`src/rtl/sisq_defines.vh`:
```
`ifndef SISQ_DEFINES_VH
`define SISQ_DEFINES_VH
`define SISQ_CLK_HZ        100000000
`define SISQ_BLINK_MS      250
`define SISQ_HALF_CYCLES   24'hbebc20
`define SISQ_CNT_W         24
`define SISQ_CNT_RESET     24'h000000
`define SISQ_BLINK_RESET   1'b0
`define SISQ_LAMP_RESET    1'b0
`define SISQ_SYNC_RESET    1'b0
`define SISQ_ST_WAIT       3'h1
`define SISQ_ST_RUN        3'h2
`define SISQ_ST_LOST       3'h4
`define SISQ_MODE_RESET    1'b0
`endif

```
`src/rtl/sisq_status_indicator.v`:
```
`include "sisq_defines.vh"
`timescale 1ns/10ps
`default_nettype none
module sisq_status_indicator #(
  parameter [`SISQ_CNT_W-1:0] HALF_CYCLES = `SISQ_HALF_CYCLES
) (
  input  wire sys_clk,
  input  wire resetn,
  input  wire power_good,
  input  wire init_done,
  input  wire init_error,
  input  wire link_up,
  input  wire module_fault,
  input  wire cal_mode,
  input  wire cal_active,
  output reg  green_lamp,
  output reg  yellow_lamp
);
  // one-hot communication states
  localparam [2:0] ST_WAIT = `SISQ_ST_WAIT;
  localparam [2:0] ST_RUN  = `SISQ_ST_RUN;
  localparam [2:0] ST_LOST = `SISQ_ST_LOST;

  // bit positions inside the synchronised pin word
  localparam integer SY_RUN   = 0;
  localparam integer SY_MODE  = 1;
  localparam integer SY_FAULT = 2;
  localparam integer SY_LINK  = 3;
  localparam integer SY_ERR   = 4;
  localparam integer SY_DONE  = 5;
  localparam integer SY_PWR   = 6;
  localparam integer SY_W     = 7;

  // raw pin word gathered for the synchroniser
  wire [SY_W-1:0] pins_raw;
  assign pins_raw[SY_RUN]   = cal_active;
  assign pins_raw[SY_MODE]  = cal_mode;
  assign pins_raw[SY_FAULT] = module_fault;
  assign pins_raw[SY_LINK]  = link_up;
  assign pins_raw[SY_ERR]   = init_error;
  assign pins_raw[SY_DONE]  = init_done;
  assign pins_raw[SY_PWR]   = power_good;

  // two flops per pin, first stage read only by the second
  wire [SY_W-1:0] pins_s;
  genvar gi;
  generate
    for (gi = 0; gi < SY_W; gi = gi + 1) begin : g_sync
      reg meta_q;
      reg sync_q;
      always @(posedge sys_clk or negedge resetn) begin
        if (!resetn) begin
          meta_q <= `SISQ_SYNC_RESET;
          sync_q <= `SISQ_SYNC_RESET;
        end else begin
          meta_q <= pins_raw[gi];
          sync_q <= meta_q;
        end
      end
      assign pins_s[gi] = sync_q;
    end
  endgenerate

  // synchronised pin levels
  wire pwr_s   = pins_s[SY_PWR];
  wire done_s  = pins_s[SY_DONE];
  wire err_s   = pins_s[SY_ERR];
  wire link_s  = pins_s[SY_LINK];
  wire fault_s = pins_s[SY_FAULT];
  wire mode_s  = pins_s[SY_MODE];
  wire run_s   = pins_s[SY_RUN];

  // module powered and free of faults
  wire lamps_ok;
  assign lamps_ok = pwr_s && !fault_s;

  // divider: one-cycle pulse at the end of every half period
  reg  [`SISQ_CNT_W-1:0] cnt_q;
  reg  [`SISQ_CNT_W-1:0] cnt_d;
  wire                   half_tick;
  assign half_tick = (cnt_q == HALF_CYCLES - 1'b1);

  // next count, wraps on the pulse
  always @* begin
    if (half_tick) begin
      cnt_d = `SISQ_CNT_RESET;
    end else begin
      cnt_d = cnt_q + 1'b1;
    end
  end

  // divider counter
  always @(posedge sys_clk or negedge resetn) begin
    if (!resetn) begin
      cnt_q <= `SISQ_CNT_RESET;
    end else begin
      cnt_q <= cnt_d;
    end
  end

  // shared blink wave, toggled on each pulse
  reg blink_q;
  reg blink_d;
  always @* begin
    blink_d = blink_q;
    if (half_tick) begin
      blink_d = ~blink_q;
    end
  end

  // blink register, free running from reset
  always @(posedge sys_clk or negedge resetn) begin
    if (!resetn) begin
      blink_q <= `SISQ_BLINK_RESET;
    end else begin
      blink_q <= blink_d;
    end
  end

  // communication state, next value
  reg [2:0] st_q;
  reg [2:0] st_d;
  always @* begin
    st_d = st_q;
    case (st_q)
      ST_WAIT: begin
        if (done_s && !err_s) begin
          if (link_s) begin
            st_d = ST_RUN;
          end else begin
            st_d = ST_LOST;
          end
        end
      end
      ST_RUN: begin
        if (!link_s) begin
          st_d = ST_LOST;
        end
      end
      ST_LOST: begin
        if (link_s) begin
          st_d = ST_RUN;
        end
      end
      default: begin
        st_d = ST_WAIT;
      end
    endcase
    // power loss restarts the wait for initialization
    if (!pwr_s) begin
      st_d = ST_WAIT;
    end
  end

  // communication state register
  always @(posedge sys_clk or negedge resetn) begin
    if (!resetn) begin
      st_q <= ST_WAIT;
    end else begin
      st_q <= st_d;
    end
  end

  // mode follows the pin only while waiting
  reg mode_q;
  reg mode_d;
  always @* begin
    mode_d = mode_q;
    if (st_q == ST_WAIT) begin
      mode_d = mode_s;
    end
  end

  // mode register, frozen once the state leaves ST_WAIT
  always @(posedge sys_clk or negedge resetn) begin
    if (!resetn) begin
      mode_q <= `SISQ_MODE_RESET;
    end else begin
      mode_q <= mode_d;
    end
  end

  // green lamp: dark, steady or blinking
  reg green_d;
  always @* begin
    if (!lamps_ok) begin
      green_d = 1'b0;
    end else if (st_q == ST_RUN) begin
      green_d = 1'b1;
    end else begin
      green_d = blink_q;
    end
  end

  // yellow lamp: only lit in calibration mode with the link up
  reg yellow_d;
  always @* begin
    if (!mode_q) begin
      yellow_d = 1'b0;
    end else if (!lamps_ok) begin
      yellow_d = 1'b0;
    end else if (st_q != ST_RUN) begin
      yellow_d = 1'b0;
    end else if (run_s) begin
      yellow_d = 1'b1;
    end else begin
      yellow_d = blink_q;
    end
  end

  // registered lamp outputs
  always @(posedge sys_clk or negedge resetn) begin
    if (!resetn) begin
      green_lamp  <= `SISQ_LAMP_RESET;
      yellow_lamp <= `SISQ_LAMP_RESET;
    end else begin
      green_lamp  <= green_d;
      yellow_lamp <= yellow_d;
    end
  end
endmodule
`default_nettype wire

```
`config.mk`:
```
export PLATFORM = sky130hd
export DESIGN_NAME = sisq_status_indicator
export DESIGN_NICKNAME = d
export VERILOG_FILES = /design/src/rtl/sisq_status_indicator.v
export VERILOG_INCLUDE_DIRS = /design/src /design/src/rtl
export SDC_FILE = /design/constraint.sdc
export NUM_CORES = 1
export LEC_CHECK = 0
export BUFFER_PORTS_ARGS = -buffer_cell sky130_fd_sc_hd__buf_2
export CAP_MARGIN = 30
export CELL_PAD_IN_SITES_DETAIL_PLACEMENT = 1
export CELL_PAD_IN_SITES_GLOBAL_PLACEMENT = 2
export CORE_UTILIZATION = 38
export CTS_BUF_LIST = sky130_fd_sc_hd__clkbuf_8
export CTS_CLUSTER_SIZE = 16
export DETAILED_ROUTE_END_ITERATION = 6
export GPL_ROUTABILITY_DRIVEN = 0
export PLACE_DENSITY = 0.79
export SYNTH_ARGS = -nofsm -noshare
export SYNTH_HDL_FRONTEND = slang
export SYNTH_SLANG_ARGS = --single-unit
```
`constraint.sdc`:
```
create_clock -name sys_clk -period 2.5 [get_ports sys_clk]
set_input_delay 0.75 -clock sys_clk [delete_from_list [all_inputs] [get_ports sys_clk]]
set_output_delay 0.75 -clock sys_clk [all_outputs]
set_load 0.005 [all_outputs]
```
* Word level (Yosys, flattened, before mapping)
Index checks and enable logic that the tools add are counted.
** Word-level totals
- Flip-flop bits (word level) :: 45
- Input port bits :: 9
- Output and inout port bits :: 2
- Word-level logic and storage cells :: 48
** Cells by class
- Add/sub/neg operators :: 1
- Eq/ne operators :: 8
- Muxes and demuxes :: 13
- Bitwise logic cells :: 1
- Reductions and logical operators :: 5
** Operator list (number)
- $add 24x1->24 const B :: 1
- $eq 24x24->1 const B :: 1
- $mux 24 :: 1
- $mux 3 :: 5
- $ne 3x3->1 const B :: 3
- $pmux 3 s3 :: 1
- $mux 1 :: 6
- $eq 3x1->1 const B :: 1
- $eq 3x2->1 const B :: 1
- $eq 3x3->1 const B :: 1
- $ne 3x2->1 const B :: 1
- $reduce_and 3->1 :: 1
- $logic_and 1x1->1 :: 2
- $logic_not 1->1 :: 2
- $not 1->1 :: 1

* Logic depth before layout (Yosys ltp)
- Depth in word-level cells :: 5
- Mapped depth :: 6
- Depth with buffers taken out :: 6

* Worst setup path after synthesis
No wires, ideal clock.
- Path kind :: register to register
- Start point :: register cnt_q[0]
- End point :: register cnt_q[19]
- Library setup time :: 123 ps
- Data arrival time :: 1614 ps
- Required time :: 2377 ps
- Setup slack :: 763 ps
- Stages on the path, launching flop included :: 7
- Buffers on the path :: 0
- Period minus slack after synthesis :: 1737 ps
- Cell sequence :: dfrtp_1 -> ha_1 -> and4_4 -> nand3_4 -> or4_4 -> nand3_1 -> o21ai_1
** On the way
- Longest elaborated chain between the ends :: 2
- Elaborated cells on any way between the ends :: 3
- Classes of those cells :: add/sub: 1; eq/ne: 1; mux: 1
** Ends and longest elaborated chain
- start: declaration :: RTL line sisq_status_indicator.v:78 : reg [`SISQ_CNT_W-1:0] cnt_q;
- start signal: assignment :: RTL line sisq_status_indicator.v:95 : cnt_q <= `SISQ_CNT_RESET;
- start signal: assignment :: RTL line sisq_status_indicator.v:97 : cnt_q <= cnt_d;
- $add 24x1->24 / $eq 24x24->1 (equally long branches) :: RTL line sisq_status_indicator.v:88, sisq_status_indicator.v:81
- $mux 24 * :: RTL line sisq_status_indicator.v:85 : if (half_tick) begin
- named net cnt_d[19] :: RTL line sisq_status_indicator.v:79 : reg [`SISQ_CNT_W-1:0] cnt_d;
The timed path passes the listed nets; every way through them passes the cells marked *.
A chain may end at the register's enable or synchronous reset.

* Worst setup path in the final report
- Start point :: register cnt_q[0]
- End point :: register blink_q
** On the way
- Longest elaborated chain between the ends :: 1
** Ends and longest elaborated chain
- $eq 24x24->1 :: RTL line sisq_status_indicator.v:81 : assign half_tick = (cnt_q == HALF_CYCLES - 1'b1);
- end signal: assignment :: RTL line sisq_status_indicator.v:114 : blink_q <= `SISQ_BLINK_RESET;
- end signal: assignment :: RTL line sisq_status_indicator.v:116 : blink_q <= blink_d;
- end: declaration :: RTL line sisq_status_indicator.v:102 : reg blink_q;
No other way between the ends.

==> flow_summary.ini <==
[power_and_ir_drop]
p_leak_nw = 0.9431
p_total_mw = 1.236
powerDensity_nw_per_um2 = 608.1
ir_drop_mv = 0.2731

[critical_path]
path_max_fanout = 8
cp-end-kind = register
crit_arrival_ns = 2.18
crit_type = register to register
cp_data_required_time_ns = 2.72
worst_setup_path_start_kind = register

[global_route]
grt_max_degree = 46
antenna_found_initial = 0
grt_first_pass_wirelength_um = 6051
grt.total_usage_pct = 15.57
grt_pass1_vias = 1299
overflow = 0

[logic_synthesis]
synth_edf_count = 0
synth_top_area_share_pct = 60.27
synthTopCellsByArea = dfrtp_1 60%, xor2_1 4.3%, xnor2_1 3.8%, nand2_1 3.1%, nor2_1 2.5%
synth-async-reset-ratio_pct = 100.0
yosys_warnings = 0
post_synth_num_cell_types = 34
yosys.area.top_type = dfrtp_1
synth_cells = 149
syn-num-nets = 159
syn-cell-area_um2 = 1827
seq_area_frac_synth_pct = 61.71
synth_area_per_cell_um2 = 12.26
synth_seq_cells = 45
synth_ff_type = dfrtp_1

[sta]
fin_crit_sh_pct = 78.35
whs_ns = 0.3565
max_freq_mhz = 510.5
hold_viol = 0
rsz0062_at_grt = no
slew_viol_final = 0
setup_slack_ns = 0.5412
slew_headroom_pct = 63.66
finalSetupTns_ns = 0
setup-violations-final = 0
finalCriticalPeriod_ns = 1.959
worst_slew_pin_slew_ns = 0.5451
fin_skew_ns = 0.008680

[route]
via_count = 1158
wirelength_um = 3357
final_antenna_net_count = 0
wire_per_inst_um = 15.40
drc = 3
drt_iter0_drc = 78
firstDrtPassIters = 6
routed_via_density = 5.312

[clocking]
hold_buffers = 0
cts_resized = 0
cts_tree = built
cts_max_level = 2
cts.sinks = 45
clk_pin_slew_ns = 0.09
cts_setup_buffers = 0
cts-root-buf = clkbuf_8
cts_made_buffers = 5
clk_latency_ns = 0.30
clockBufferDepth = 2

[floorplanning]
fp.dieArea_um2 = 5089
initial_utilization_pct = 40.83
floorplan.rows = 24
num_io_pins = 11
fp.coreArea_um2 = 4474
dieHeight_um = 71.34
die_x_um = 71.34

[layout]
num_antenna_cells = 0
finalNonFillerCells = 218
area_growth_pct = 11.30
layout.nets = 175
drive_gt1_share_pct = 17.47
final_core_utilization_pct = 45.44
stdcell_area_um2 = 2033

[placed_design]
portBuffers = 10
pre_cts_slack_ns = 0.4829
place_area_um2 = 1939
place_inst = 210
hpwlAfterDp_um = 2375

[job]
cap_violations = 0

[hold_path]
min_path_type = register to register

[run_status]
violations = DRC
status = complete, but fails checks
==> cell type report <==
type                       count  area, µm²
multi-input combinational    100      678.2
clock inverter                 3      25.02
tap                           52      65.06
timing repair buffer          12      65.06
sequential                    45       1127
clock buffer                   5      68.82
fill                         486       2441
inverter                       1      3.754
==> worst max-delay path: stages, from the launching register on <==
cell	delay, ns
dfrtp_1	0.40
ha_1	0.23
and4_4	0.28
nand3_4	0.12
nor4_4	0.48
buf_4	0.23
xor2_1	0.15
==> metal layers <==
metal / share of wire [%] / vias up / wire length, µm / global-route usage, %
met5: 0 / - / 0 / 0
met2: 47 / 17 / 1582 / 24.13
li1: - / 550 / - / -
met4: 2.1 / 0 / 69 / 7.556
met3: 3.4 / 9 / 113 / 3.376
met1: 47 / 582 / 1592 / 20.85
==> where the power goes <==
part           internal [mW]  total, mW  switching [mW]
registers              0.743      0.749         0.00679
clock network          0.202      0.459           0.257
logic                 0.0104     0.0284          0.0180
==> final timing paths <==
check,slack (ns),start,end,cells past startpoint
max,0.54,cnt_q[0]$_DFF_PN0_,blink_q$_DFFE_PN0N_,6
min,0.36,g_sync[4].meta_q$_DFF_PN0_,err_s$_DFF_PN0_,0
max reg2reg,0.54,cnt_q[0]$_DFF_PN0_,blink_q$_DFFE_PN0N_,6
min reg2reg,0.36,g_sync[4].meta_q$_DFF_PN0_,err_s$_DFF_PN0_,0
max in group asynchronous,1.61,resetn,cnt_q[21]$_DFF_PN0_,2
min in group asynchronous,0.52,resetn,st_q[1]$_DFFE_PN0P_,2
==> registers in the layout (all words and copies together), names as in the netlist <==
signal / cells
yellow_lamp: 1
err_s: 1
g_sync.sync_q: 4
st_q: 3
cnt_q: 24
done_s: 1
blink_q: 1
green_lamp: 1
g_sync.meta_q: 7
mode_q: 1
fault_s: 1
==> cell usage after synthesis, types with 2 or more instances <==
cell type,instances
nand3b_1,3
nor4_4,2
nor2_1,12
nand2_1,15
dfrtp_1,44
a21oi_1,2
nor4_1,2
nand3_1,8
nand4_1,6
mux2i_1,3
xor2_1,9
nor3b_1,3
and3_1,6
and4_1,2
o21ai_0,4
nor3_1,2
xnor2_1,8
nor2b_1,2
==> logic make-up after synthesis <==
kind of cell,after synthesis,share of synthesized area (%)
AO/OA/AOI/OAI,8,2.397
XOR/XNOR,17,8.151
adder cells (fa/ha/maj),1,0.6848
buffers and inverters,4,1.164
flip-flops,45,61.71
multiplexers,4,2.260
AND/OR/NAND/NOR,70,23.63
==> cell usage in the layout, fill, tap and decap left out, types with 2 or more instances in the layout <==
cell type / n
and4_1: 2
dfrtp_1: 44
clkbuf_8: 5
and3_1: 6
nand2_1: 15
xor2_1: 9
o21ai_0: 4
nor4_4: 2
mux2i_1: 3
buf_2: 10
nor4_1: 2
buf_4: 2
nand3_1: 8
nor2b_1: 2
xnor2_1: 8
nand4_1: 6
a21oi_1: 2
nor3b_1: 3
nand3b_1: 3
nor2_1: 12
nor3_1: 2
No activity file was read; power rests on OpenSTA's default activity.
